<file path="config.mk">
export PLATFORM = sky130hd
export DESIGN_NAME = eic_top
export DESIGN_NICKNAME = d
export VERILOG_FILES = /design/src/eic_pkg.sv /design/src/eic_channel.sv /design/src/eic_top.sv
export SDC_FILE = /design/constraint.sdc
export NUM_CORES = 1
export LEC_CHECK = 0
export BUFFER_PORTS_ARGS = -buffer_cell sky130_fd_sc_hd__buf_2
export CAP_MARGIN = 5
export CORE_ASPECT_RATIO = 1.5
export CORE_MARGIN = 2
export CORE_UTILIZATION = 52
export CTS_BUF_LIST = sky130_fd_sc_hd__clkbuf_2 sky130_fd_sc_hd__clkbuf_4 sky130_fd_sc_hd__clkbuf_8
export CTS_CLUSTER_SIZE = 25
export DETAILED_ROUTE_END_ITERATION = 10
export GPL_ROUTABILITY_DRIVEN = 0
export PLACE_DENSITY_LB_ADDON = 0.3
export RECOVER_POWER = 50
export SLEW_MARGIN = 10
export SYNTH_ARGS = -nofsm -noshare
export SYNTH_HDL_FRONTEND = slang
export SYNTH_HIERARCHICAL = 1
export SYNTH_SLANG_ARGS = --single-unit
export TNS_END_PERCENT = 50
</file>
<file path="constraint.sdc">
create_clock -name clk_sys -period 2.2 [get_ports clk_sys]
set_input_delay 0.11 -clock clk_sys [delete_from_list [all_inputs] [get_ports clk_sys]]
set_output_delay 0.11 -clock clk_sys [all_outputs]
set_load 0.01 [all_outputs]
</file>
<file path="src/eic_pkg.sv">
// Notes on behaviour
// - The port-match request passes only while its enable bit is 1 and is masked while it is 0.
// - The port-match request carries high priority when its priority bit is 1, low when 0.
// - Unused bits of the port-match enable and priority registers read as zero and ignore writes.
// - Each external input is edge-sensitive when its select bit is 1 and level-sensitive when 0.
// - Each external input is active low when its polarity bit is 0 and active high when 1.
// - A three-bit pin select connects each external input to the port 0 pin of that index.
// - The selected pin is only sampled, never driven, so a crossbar peripheral on it is untouched.
// - A port pin whose skip bit is 1 is withheld from the crossbar peripherals.
// - Pending flags sit at bit 1 (input A) and bit 3 (input B) of the timer control register.
// - In edge mode a pending flag clears when the CPU vectors to its service routine.
// - In level mode a pending flag reads 1 while the input is active and 0 while inactive.
`default_nettype none
package eic_pkg;
    localparam int ADDR_W = 12;
    localparam int DATA_W = 32;
    localparam int PORT_W = 8;
    localparam int SEL_W = 3;
    localparam int EVT_W = 3;

    localparam logic [9:0] IDX_PM_PRIO = 10'h0cf;
    localparam logic [9:0] IDX_PIN_CFG = 10'h0e4;
    localparam logic [9:0] IDX_PM_EN = 10'h0e7;
    localparam logic [9:0] IDX_TIMER_CTL = 10'h0f0;
    localparam logic [9:0] IDX_SKIP = 10'h0f1;
    localparam logic [9:0] IDX_EXT_EN = 10'h0f2;
    localparam logic [9:0] IDX_STATUS = 10'h0f3;
    localparam logic [9:0] IDX_MASK = 10'h0f4;

    localparam logic [7:0] RST_PIN_CFG = 8'h01;
    localparam logic [7:0] RST_ZERO = 8'h00;

    localparam int PM_EN_BIT = 1;
    localparam int PM_PRIO_BIT = 1;
    localparam int A_EDGE_BIT = 0;
    localparam int A_PEND_BIT = 1;
    localparam int B_EDGE_BIT = 2;
    localparam int B_PEND_BIT = 3;
    localparam int A_SEL_LSB = 0;
    localparam int A_POL_BIT = 3;
    localparam int B_SEL_LSB = 4;
    localparam int B_POL_BIT = 7;
    localparam int EVT_A = 0;
    localparam int EVT_B = 1;
    localparam int EVT_PM = 2;

    typedef struct packed {
        logic psel;
        logic penable;
        logic pwrite;
        logic [ADDR_W-1:0] paddr;
        logic [DATA_W-1:0] pwdata;
    } eic_apb_req_t;

    typedef struct packed {
        logic [DATA_W-1:0] prdata;
        logic pready;
        logic pslverr;
    } eic_apb_rsp_t;

    typedef struct packed {
        logic edgeMode;
        logic polarity;
        logic [SEL_W-1:0] pinSel;
    } eic_chan_cfg_t;

    typedef struct packed {
        logic extAReq;
        logic extBReq;
        logic matchReq;
        logic matchHighPrio;
    } eic_cpu_req_t;
endpackage
`default_nettype wire

</file>
<file path="src/eic_channel.sv">
`timescale 1ns/1ps
`default_nettype none
module eic_channel (
    input wire logic clk_sys,
    input wire logic rst,
    input wire logic [eic_pkg::PORT_W-1:0] pins,
    input wire eic_pkg::eic_chan_cfg_t cfg,
    input wire logic vectorAck,
    input wire logic swWrite,
    input wire logic swValue,
    output logic pending,
    output logic edgeEvent
);
    import eic_pkg::*;

    typedef struct packed {
        logic wasActive;
        logic pend;
        logic evt;
    } eic_chan_state_t;

    eic_chan_state_t s_q;
    eic_chan_state_t s_d;
    logic active;
    logic rise;

    always_comb begin
        s_d = s_q;
        active = cfg.polarity ? pins[cfg.pinSel] : ~pins[cfg.pinSel];
        rise = active & ~s_q.wasActive;
        s_d.wasActive = active;
        s_d.evt = rise;
        if (cfg.edgeMode) begin
            if (swWrite) begin
                s_d.pend = swValue;
            end
            if (vectorAck) begin
                s_d.pend = 1'b0;
            end
            // A new edge in the clearing cycle is kept rather than lost.
            if (rise) begin
                s_d.pend = 1'b1;
            end
        end else begin
            s_d.pend = active;
        end
    end

    always_ff @(posedge clk_sys) begin
        if (rst) begin
            // Starting as active stops a pin already active at reset from faking an edge.
            s_q <= '{wasActive: 1'b1, pend: 1'b0, evt: 1'b0};
        end else begin
            s_q <= s_d;
        end
    end

    assign pending = s_q.pend;
    assign edgeEvent = s_q.evt;
endmodule
`default_nettype wire

</file>
<file path="src/eic_top.sv">
`timescale 1ns/1ps
`default_nettype none
module eic_top (
    input wire logic clk_sys,
    input wire logic rst,
    input wire eic_pkg::eic_apb_req_t apbReq,
    output eic_pkg::eic_apb_rsp_t apbRsp,
    input wire logic [eic_pkg::PORT_W-1:0] portPins,
    input wire logic portMatchIn,
    input wire logic [1:0] vectorAck,
    output eic_pkg::eic_cpu_req_t cpuReq,
    output logic [eic_pkg::PORT_W-1:0] crossbarSkip,
    output logic irq
);
    import eic_pkg::*;

    typedef struct packed {
        logic [PORT_W-1:0] syncA;
        logic [PORT_W-1:0] syncB;
        logic [7:0] pmEnable;
        logic [7:0] pmPriority;
        logic [7:0] pinCfg;
        logic edgeA;
        logic edgeB;
        logic [PORT_W-1:0] skip;
        logic [1:0] extEnable;
        logic [EVT_W-1:0] status;
        logic [EVT_W-1:0] mask;
        logic matchPrev;
        eic_apb_rsp_t rsp;
        eic_cpu_req_t req;
        logic irq;
    } eic_state_t;

    eic_state_t s_q;
    eic_state_t s_d;
    logic pendA;
    logic pendB;
    logic evtA;
    logic evtB;
    logic access;
    logic commit;
    logic wrCommit;
    logic rdCommit;
    logic hit;
    logic [DATA_W-1:0] rdValue;
    logic [7:0] wbyte;
    logic [EVT_W-1:0] events;
    eic_chan_cfg_t cfgA;
    eic_chan_cfg_t cfgB;

    function automatic logic isAddr(input logic [ADDR_W-1:0] a, input logic [9:0] idx);
        isAddr = (a == {idx, 2'b00});
    endfunction

    // the pins are only read here.
    always_comb begin
        cfgA.edgeMode = s_q.edgeA;
        cfgA.polarity = s_q.pinCfg[A_POL_BIT];
        cfgA.pinSel = s_q.pinCfg[A_SEL_LSB +: SEL_W];
        cfgB.edgeMode = s_q.edgeB;
        cfgB.polarity = s_q.pinCfg[B_POL_BIT];
        cfgB.pinSel = s_q.pinCfg[B_SEL_LSB +: SEL_W];
    end

    // Register read decode.
    always_comb begin
        hit = 1'b1;
        rdValue = '0;
        if (isAddr(apbReq.paddr, IDX_PM_EN)) begin
            rdValue[PM_EN_BIT] = s_q.pmEnable[PM_EN_BIT];
        end else if (isAddr(apbReq.paddr, IDX_PM_PRIO)) begin
            rdValue[PM_PRIO_BIT] = s_q.pmPriority[PM_PRIO_BIT];
        end else if (isAddr(apbReq.paddr, IDX_PIN_CFG)) begin
            rdValue[7:0] = s_q.pinCfg;
        end else if (isAddr(apbReq.paddr, IDX_TIMER_CTL)) begin
            rdValue[A_EDGE_BIT] = s_q.edgeA;
            rdValue[A_PEND_BIT] = pendA;
            rdValue[B_EDGE_BIT] = s_q.edgeB;
            rdValue[B_PEND_BIT] = pendB;
        end else if (isAddr(apbReq.paddr, IDX_SKIP)) begin
            rdValue[PORT_W-1:0] = s_q.skip;
        end else if (isAddr(apbReq.paddr, IDX_EXT_EN)) begin
            rdValue[1:0] = s_q.extEnable;
        end else if (isAddr(apbReq.paddr, IDX_STATUS)) begin
            rdValue[EVT_W-1:0] = s_q.status;
        end else if (isAddr(apbReq.paddr, IDX_MASK)) begin
            rdValue[EVT_W-1:0] = s_q.mask;
        end else begin
            hit = 1'b0;
        end
    end

    // The answer is registered, so every access phase lasts exactly two cycles.
    assign access = apbReq.psel & apbReq.penable;
    assign commit = access & s_q.rsp.pready;
    assign wrCommit = commit & apbReq.pwrite & hit;
    assign rdCommit = commit & ~apbReq.pwrite & hit;
    assign wbyte = apbReq.pwdata[7:0];

    eic_channel u_chanA (
        .clk_sys(clk_sys),
        .rst(rst),
        .pins(s_q.syncB),
        .cfg(cfgA),
        .vectorAck(vectorAck[0]),
        .swWrite(wrCommit & isAddr(apbReq.paddr, IDX_TIMER_CTL)),
        .swValue(wbyte[A_PEND_BIT]),
        .pending(pendA),
        .edgeEvent(evtA)
    );

    eic_channel u_chanB (
        .clk_sys(clk_sys),
        .rst(rst),
        .pins(s_q.syncB),
        .cfg(cfgB),
        .vectorAck(vectorAck[1]),
        .swWrite(wrCommit & isAddr(apbReq.paddr, IDX_TIMER_CTL)),
        .swValue(wbyte[B_PEND_BIT]),
        .pending(pendB),
        .edgeEvent(evtB)
    );

    always_comb begin
        s_d = s_q;
        s_d.syncA = portPins;
        s_d.syncB = s_q.syncA;
        s_d.matchPrev = portMatchIn;
        events = '0;
        events[EVT_A] = evtA;
        events[EVT_B] = evtB;
        events[EVT_PM] = portMatchIn & ~s_q.matchPrev;

        if (access && !s_q.rsp.pready) begin
            s_d.rsp.pready = 1'b1;
            s_d.rsp.prdata = apbReq.pwrite ? '0 : rdValue;
            s_d.rsp.pslverr = ~hit;
        end else begin
            s_d.rsp.pready = 1'b0;
            s_d.rsp.pslverr = 1'b0;
        end

        if (wrCommit) begin
            if (isAddr(apbReq.paddr, IDX_PM_EN)) begin
                // only the defined bit is written.
                s_d.pmEnable[PM_EN_BIT] = wbyte[PM_EN_BIT];
            end else if (isAddr(apbReq.paddr, IDX_PM_PRIO)) begin
                s_d.pmPriority[PM_PRIO_BIT] = wbyte[PM_PRIO_BIT];
            end else if (isAddr(apbReq.paddr, IDX_PIN_CFG)) begin
                s_d.pinCfg = wbyte;
            end else if (isAddr(apbReq.paddr, IDX_TIMER_CTL)) begin
                s_d.edgeA = wbyte[A_EDGE_BIT];
                s_d.edgeB = wbyte[B_EDGE_BIT];
            end else if (isAddr(apbReq.paddr, IDX_SKIP)) begin
                s_d.skip = wbyte[PORT_W-1:0];
            end else if (isAddr(apbReq.paddr, IDX_EXT_EN)) begin
                s_d.extEnable = wbyte[1:0];
            end else if (isAddr(apbReq.paddr, IDX_MASK)) begin
                s_d.mask = wbyte[EVT_W-1:0];
            end
        end

        // Reading the status clears it, but an event in the same cycle survives.
        if (rdCommit && isAddr(apbReq.paddr, IDX_STATUS)) begin
            s_d.status = events;
        end else begin
            s_d.status = s_q.status | events;
        end
        s_d.irq = |(s_d.status & s_d.mask);

        s_d.req.extAReq = pendA & s_q.extEnable[0];
        s_d.req.extBReq = pendB & s_q.extEnable[1];
        s_d.req.matchReq = portMatchIn & s_q.pmEnable[PM_EN_BIT];
        s_d.req.matchHighPrio = s_q.pmPriority[PM_PRIO_BIT];
    end

    always_ff @(posedge clk_sys) begin
        if (rst) begin
            s_q <= '0;
            s_q.pinCfg <= RST_PIN_CFG;
            s_q.pmEnable <= RST_ZERO;
            s_q.pmPriority <= RST_ZERO;
            s_q.skip <= RST_ZERO;
        end else begin
            s_q <= s_d;
        end
    end

    assign apbRsp = s_q.rsp;
    assign cpuReq = s_q.req;
    // skipped pins held back from the crossbar.
    assign crossbarSkip = s_q.skip;
    assign irq = s_q.irq;
endmodule
`default_nettype wire

</file>
### After elaboration in Yosys (flattened, before gate mapping)

Cells that the tools add are included.

* bits in registers: 90
* bits in latches: 0
* memory bits (writable): 0
* memory bits (read-only): 0
* input bits: 60
* output and inout port bits: 47
* logic and storage cells: 125
* memories: 0

* $add $sub $neg: 0
* multipliers: 0
* div/mod/pow operators: 0
* $lt $le $gt $ge: 2
* eq/ne operators: 10
* shifts and indexed selects: 0
* multiplexer cells: 48
* bitwise logic cells: 28
* reduce and logical (&&, ||, !) cells: 11

Operators by type and width (number)
* == test 12 x 10 -> 1 bit, second input constant: 8
* 2-to-1 mux 3 bit: 12
* 2-to-1 mux 1 bit: 25
* 2-to-1 mux 8 bit: 2
* AND 1 bit: 13
* NOT 1 bit: 13
* 2-to-1 mux 6 bit: 2
* < comparator 3 x 4 -> 1 bit, second input constant: 2
* 2-to-1 mux 4 bit: 2
* inequality test 4 x 2 -> 1 bit, second input constant: 2
* AND reduction 7 bit: 1
* binary-select mux 1 bit (select 3 bit): 2
* AND reduction 6 bit: 1
* 2-to-1 mux 5 bit: 1
* AND reduction 5 bit: 1
* 2-to-1 mux 2 bit: 2
* AND reduction 4 bit: 1
* AND 3 bit: 1
* bitwise OR 3 bit: 1
* AND reduction 3 bit: 1
* OR reduction 3 bit: 1
* logical AND 1 bit: 2
* AND reduction 2 bit: 1
* OR reduction 2 bit: 1
* logical NOT 1 bit: 1

### Depth between registers and ports, before layout

* word-level depth: 15
* gate-level depth with buffers: 8
* depth with buffers taken out: 7

### Modules after synthesis

Netlist, hierarchy kept.

By module, submodules not included
* eic_top: times used 1, cells each 304, area each 2885.3 sq um, sequential area each 1201.2 sq um
* eic_channel: times used 2, cells each 19, area each 192.7 sq um, sequential area each 60.1 sq um

### Least setup slack after synthesis

OpenSTA, ideal clock, no wires.

* kind: input -> register
* from: in apbReq[34] (netlist name)
* to: reg s_q, in the netlist irq
* library setup time: 114 ps
* arrival time: 1630 ps
* required time: 2086 ps
* path slack: 456 ps
* cell stages on the path: 6
* buffers on the path: 1
* path through: buf_6 -> or4_4 -> nor4_4 -> mux2i_1 -> o22ai_1 -> a21o_1

* longest elaborated chain between the ends: 14
* elaborated cells between the ends (all ways): 30
* those cells by class: 8 x eq/ne; 17 x mux; 3 x bitwise; 2 x reduce/logical

Ends and longest elaborated chain
* start: declaration: line eic_top.sv:6 `input wire eic_pkg::eic_apb_req_t apbReq,`
* == test 12 x 10 -> 1 bit: line eic_top.sv:53 `isAddr = (a == {idx, 2'b00});`
* 2-to-1 mux 1 bit: line eic_top.sv:87 `end else if (isAddr(apbReq.paddr, IDX_MASK)) begin`
* 2-to-1 mux 1 bit: line eic_top.sv:85 `end else if (isAddr(apbReq.paddr, IDX_STATUS)) begin`
* 2-to-1 mux 1 bit: line eic_top.sv:83 `end else if (isAddr(apbReq.paddr, IDX_EXT_EN)) begin`
* 2-to-1 mux 1 bit: line eic_top.sv:81 `end else if (isAddr(apbReq.paddr, IDX_SKIP)) begin`
* 2-to-1 mux 1 bit: line eic_top.sv:76 `end else if (isAddr(apbReq.paddr, IDX_TIMER_CTL)) begin`
* 2-to-1 mux 1 bit: line eic_top.sv:74 `end else if (isAddr(apbReq.paddr, IDX_PIN_CFG)) begin`
* 2-to-1 mux 1 bit: line eic_top.sv:72 `end else if (isAddr(apbReq.paddr, IDX_PM_PRIO)) begin`
* 2-to-1 mux 1 bit: line eic_top.sv:70 `if (isAddr(apbReq.paddr, IDX_PM_EN)) begin`
* AND 1 bit: line eic_top.sv:98 `assign rdCommit = commit & ~apbReq.pwrite & hit;`
* logical AND 1 bit: line eic_top.sv:165 `if (rdCommit && isAddr(apbReq.paddr, IDX_STATUS)) begin`
* 2-to-1 mux 3 bit: line eic_top.sv:165
* AND 3 bit (*): line eic_top.sv:170 `s_d.irq = |(s_d.status & s_d.mask);`
* OR reduction 3 bit (*): line eic_top.sv:170
* end: declaration: line eic_top.sv:35 `eic_state_t s_q;`

Mark *: on every way between the ends. The rest lies on a longest branch, timed or not.
A chain may end at the register's enable or synchronous reset.

### Final worst setup path

* from: reg s_q, in the netlist apbRsp[1]
* to: reg s_q, in the netlist crossbarSkip[1]

* longest elaborated chain between the ends: 4

Ends and longest elaborated chain
* AND 1 bit: line eic_top.sv:96 `assign commit = access & s_q.rsp.pready;`
* AND 1 bit (2 in series): line eic_top.sv:97 `assign wrCommit = commit & apbReq.pwrite & hit;`
* AND reduction 6 bit (no line)

Every way passes these cells.

==> metrics <==
clock transition at the registers of the reported paths 80 ps; fin crit period 2000 ps; data required time at the worst endpoint 2390 ps; RSZ-0062 raised after global routing no; Top Layer Used met4; via count of the routed design 2522; Final nets 450; IO Port Bufs 58; area of the mapped netlist 0.00327 mm^2; Core ar. 0.00613 mm^2; violation count after the first detailed-routing iteration 131; wire length on met2 3730 um; Period Utilization, post-route 90.9%; die area 0.00695 mm^2; CTS sink count 66; CTS buffer count 9; 1st-pass router iterations 4; initial antenna violation count 0; CP bufs+invs 1; Die H 101 um; Total Wirelength 7050 um; Final Max Tran Viols 0; yosys synthesis warning count 6; Rel. slew slack 33.4%; Slowest cell on crit path nor4_4; cells after synthesis 342; outcome completed; Critical Path AT 2190 ps; Final Hold Viols 0; met3 WL post-DR 369 um; vias in the first global route 2470; Syn Area/Cell 9.56 um^2; Worst path depth 6; DR WL/cell 15.1 um; worst setup margin 200 ps; total track usage 22.1%; later-pin clock latency in the skew report 340 ps; ys flop type dfxtp_1; P per Cell Area 670 mW/mm^2; setup total negative slack 0 ps; drt drc 0; Final setup viols 0; Async SR Flop Fraction 0%; reg2reg path depth 6; largest net degree at the start of global routing 41; ant diodes 0; I/O Pins 107; maximum level of the CTS H-tree 3; Synth cell types 52; final hold slack 24.1 ps; CP peak stage delay 490 ps; Hold WC Path Type input port to flop; CTS tree yes; CTS max path bufs 2; vias per cell 5.39; share of layout cells above drive strength 1 17.8%; sequential share of the synthesized area 40.4%; worst-path cell chain and4_1 -> nand3_1 -> nor4_4 -> buf_4 -> mux2i_1 -> nor2_1; worst slew pin tran 998 ps; Area growth syn-to-layout 10.4%; Design Area, Final 0.00361 mm^2; Cell Area, Placed 0.00337 mm^2; Die X 68.8 um; fmax 0.500 GHz; VDD IR max 0.495 mV; hold depth 3; static leakage 1.44 nW; starting density of the core 53.3%; post-DP HPWL 5240 um; Synth Register Bits 66; CP endpoint kind flop; Top delay family on crit path simple AND/OR/NAND/NOR gates; Post-synth EDFFs 0; crit start category flop; Fillers 570; ANT nets after route 0; M1 WL 2650 um; maxcap violations 0; pre-CTS setup slack 213 ps; crit-path max FO 5; clk root buf clkbuf_8; remaining global-route overflow 0; Fin Clk Skew 15.8 ps; FP Rows 35; crit path kind flop to flop; first-pass GRT wire length 11200 um
==> sequential cells by signal, summed over array words and instances, names as in the netlist <==
| signal | cells |
|---|---|
| cfgA | 5 |
| s_q | 18 |
| u_chanA/s_q | 1 |
| crossbarSkip | 8 |
| cpuReq | 4 |
| u_chanA/edgeEvent | 1 |
| irq | 1 |
| u_chanB/s_q | 1 |
| u_chanA/pending | 1 |
| u_chanB/pending | 1 |
| cfgB | 5 |
| u_chanB/edgeEvent | 1 |
| s_d | 9 |
| apbRsp | 10 |
==> synthesized netlist by cell type, types with 2 or more instances <==
| master | number | share of area, % |
|---|---|---|
| nor3_1 | 8 | 1.2 |
| nor4_4 | 3 | 2.0 |
| clkbuf_2 | 2 | 0.31 |
| and3_1 | 3 | 0.57 |
| o22ai_1 | 5 | 0.96 |
| nand2_1 | 13 | 1.5 |
| o21ai_0 | 4 | 0.61 |
| nand4_1 | 6 | 1.1 |
| nand3b_1 | 2 | 0.46 |
| nor3b_1 | 3 | 0.69 |
| a22o_1 | 5 | 1.3 |
| nor2_1 | 40 | 4.6 |
| and2b_1 | 2 | 0.46 |
| mux4_2 | 2 | 1.4 |
| buf_4 | 49 | 11 |
| nand2b_1 | 5 | 0.96 |
| mux2i_1 | 36 | 11 |
| clkbuf_1 | 6 | 0.69 |
| nor4_2 | 2 | 0.76 |
| nand3_1 | 9 | 1.4 |
| buf_6 | 2 | 0.69 |
| dfxtp_1 | 66 | 40 |
| nor4_1 | 3 | 0.57 |
| nor2b_1 | 22 | 4.2 |
| and3b_1 | 2 | 0.54 |
| xnor2_1 | 2 | 0.54 |
| o31a_1 | 2 | 0.54 |
| a22oi_1 | 4 | 0.92 |
| a21oi_1 | 7 | 1.1 |
| and4bb_2 | 3 | 1.1 |
| and2_1 | 3 | 0.57 |
==> worst paths after layout <==
path	startpoint	end	slack, ps
max	apbRsp[1]$_SDFF_PP0_	crossbarSkip[1]$_SDFFE_PP0P_	200
min	apbReq[5]	crossbarSkip[5]$_SDFFE_PP0P_	20
max reg2reg	apbRsp[1]$_SDFF_PP0_	crossbarSkip[1]$_SDFFE_PP0P_	200
min reg2reg	u_chanB/s_q[2]$_SDFF_PP1_	u_chanB/edgeEvent$_SDFF_PP0_	420
==> power breakdown <==
group / leakage [nW] / internal (mW) / total (mW) / switching (mW)
logic: 0.800 / 0.0728 / 0.189 / 0.116
registers: 0.537 / 1.22 / 1.23 / 0.00941
clock network: 0.103 / 0.570 / 1.00 / 0.433
total: 1.44 / 1.86 / 2.42 / 0.558
==> cell usage in the layout (no fill, tap or decap), drive strengths merged, types with 2 or more instances in the layout <==
master       netlist  final
xnor2              2      2
dlygate4sd3        0      8
and3b              2      2
nor2b             22     22
buf               51     40
clkbuf             8     37
nor3               9      9
nand4              6      6
a22oi              4      4
nor4               8      8
dfxtp             66     66
o31a               2      2
o22ai              5      5
mux2i             36     36
and3               3      3
a21oi              7      7
conb               1     24
nor2              40     40
clkinv             0      2
nor3b              3      3
nand3b             2      2
o21ai              5      5
nand2             13     13
and2b              2      2
nand3              9      9
a22o               5      5
and2               3      3
and4bb             3      3
nand2b             5      5
mux4               2      2
==> layer usage <==
metal,vias to the layer above,track usage (%)
li1,1232,-
met1,1189,22.4
met2,80,38.8
met3,21,5.89
met4,0,13.9
met5,-,0
==> through the flow <==
step	total power, mW	util (%)	instances
after global placement	1.43	55.0	445
after CTS	2.44	59.4	468
after floorplan	1.40	-	365
after global routing	2.52	58.9	468
final	2.42	58.9	468
after detailed placement	1.43	55.0	445
==> layout make-up <==
class                           count  area, um^2  area share [%]
Clock inverter                      3        40.0            1.11
Sequential cell                    66        1320            36.6
Clock buffer                       12         153            4.23
Tap cell                           74        92.6            2.56
Timing Repair Buffer               73         390            10.8
Multi-Input combinational cell    239        1610            44.6
Inverter                            1        3.75           0.104
==> kinds of logic (layout without fill, tap and decap cells) <==
kind of cell	count (synthesis)	in the layout	share of synthesized area (%)
xor+xnor	2	2	0.536
simple gates	137	137	25.2
flops	66	66	40.4
other cells	1	24	0.115
mux	39	39	12.7
compound gates	37	37	7.92
buf+inv	60	89	13.0
==> tightest hold or removal path, cell delays in order <==
cell     delay, ps
buf_2           90
mux2i_1         60
nor2_1          70
==> timing repair <==
| item | in CTS | in global routing |
|---|---|---|
| gates resized for setup | 0 | 0 |
| buffers inserted | 0 | 0 |
| hold buffers | 8 | 0 |
| endpoints found under the hold margin | 8 | 0 |
Note: power is estimated with default switching activity, not from simulation.
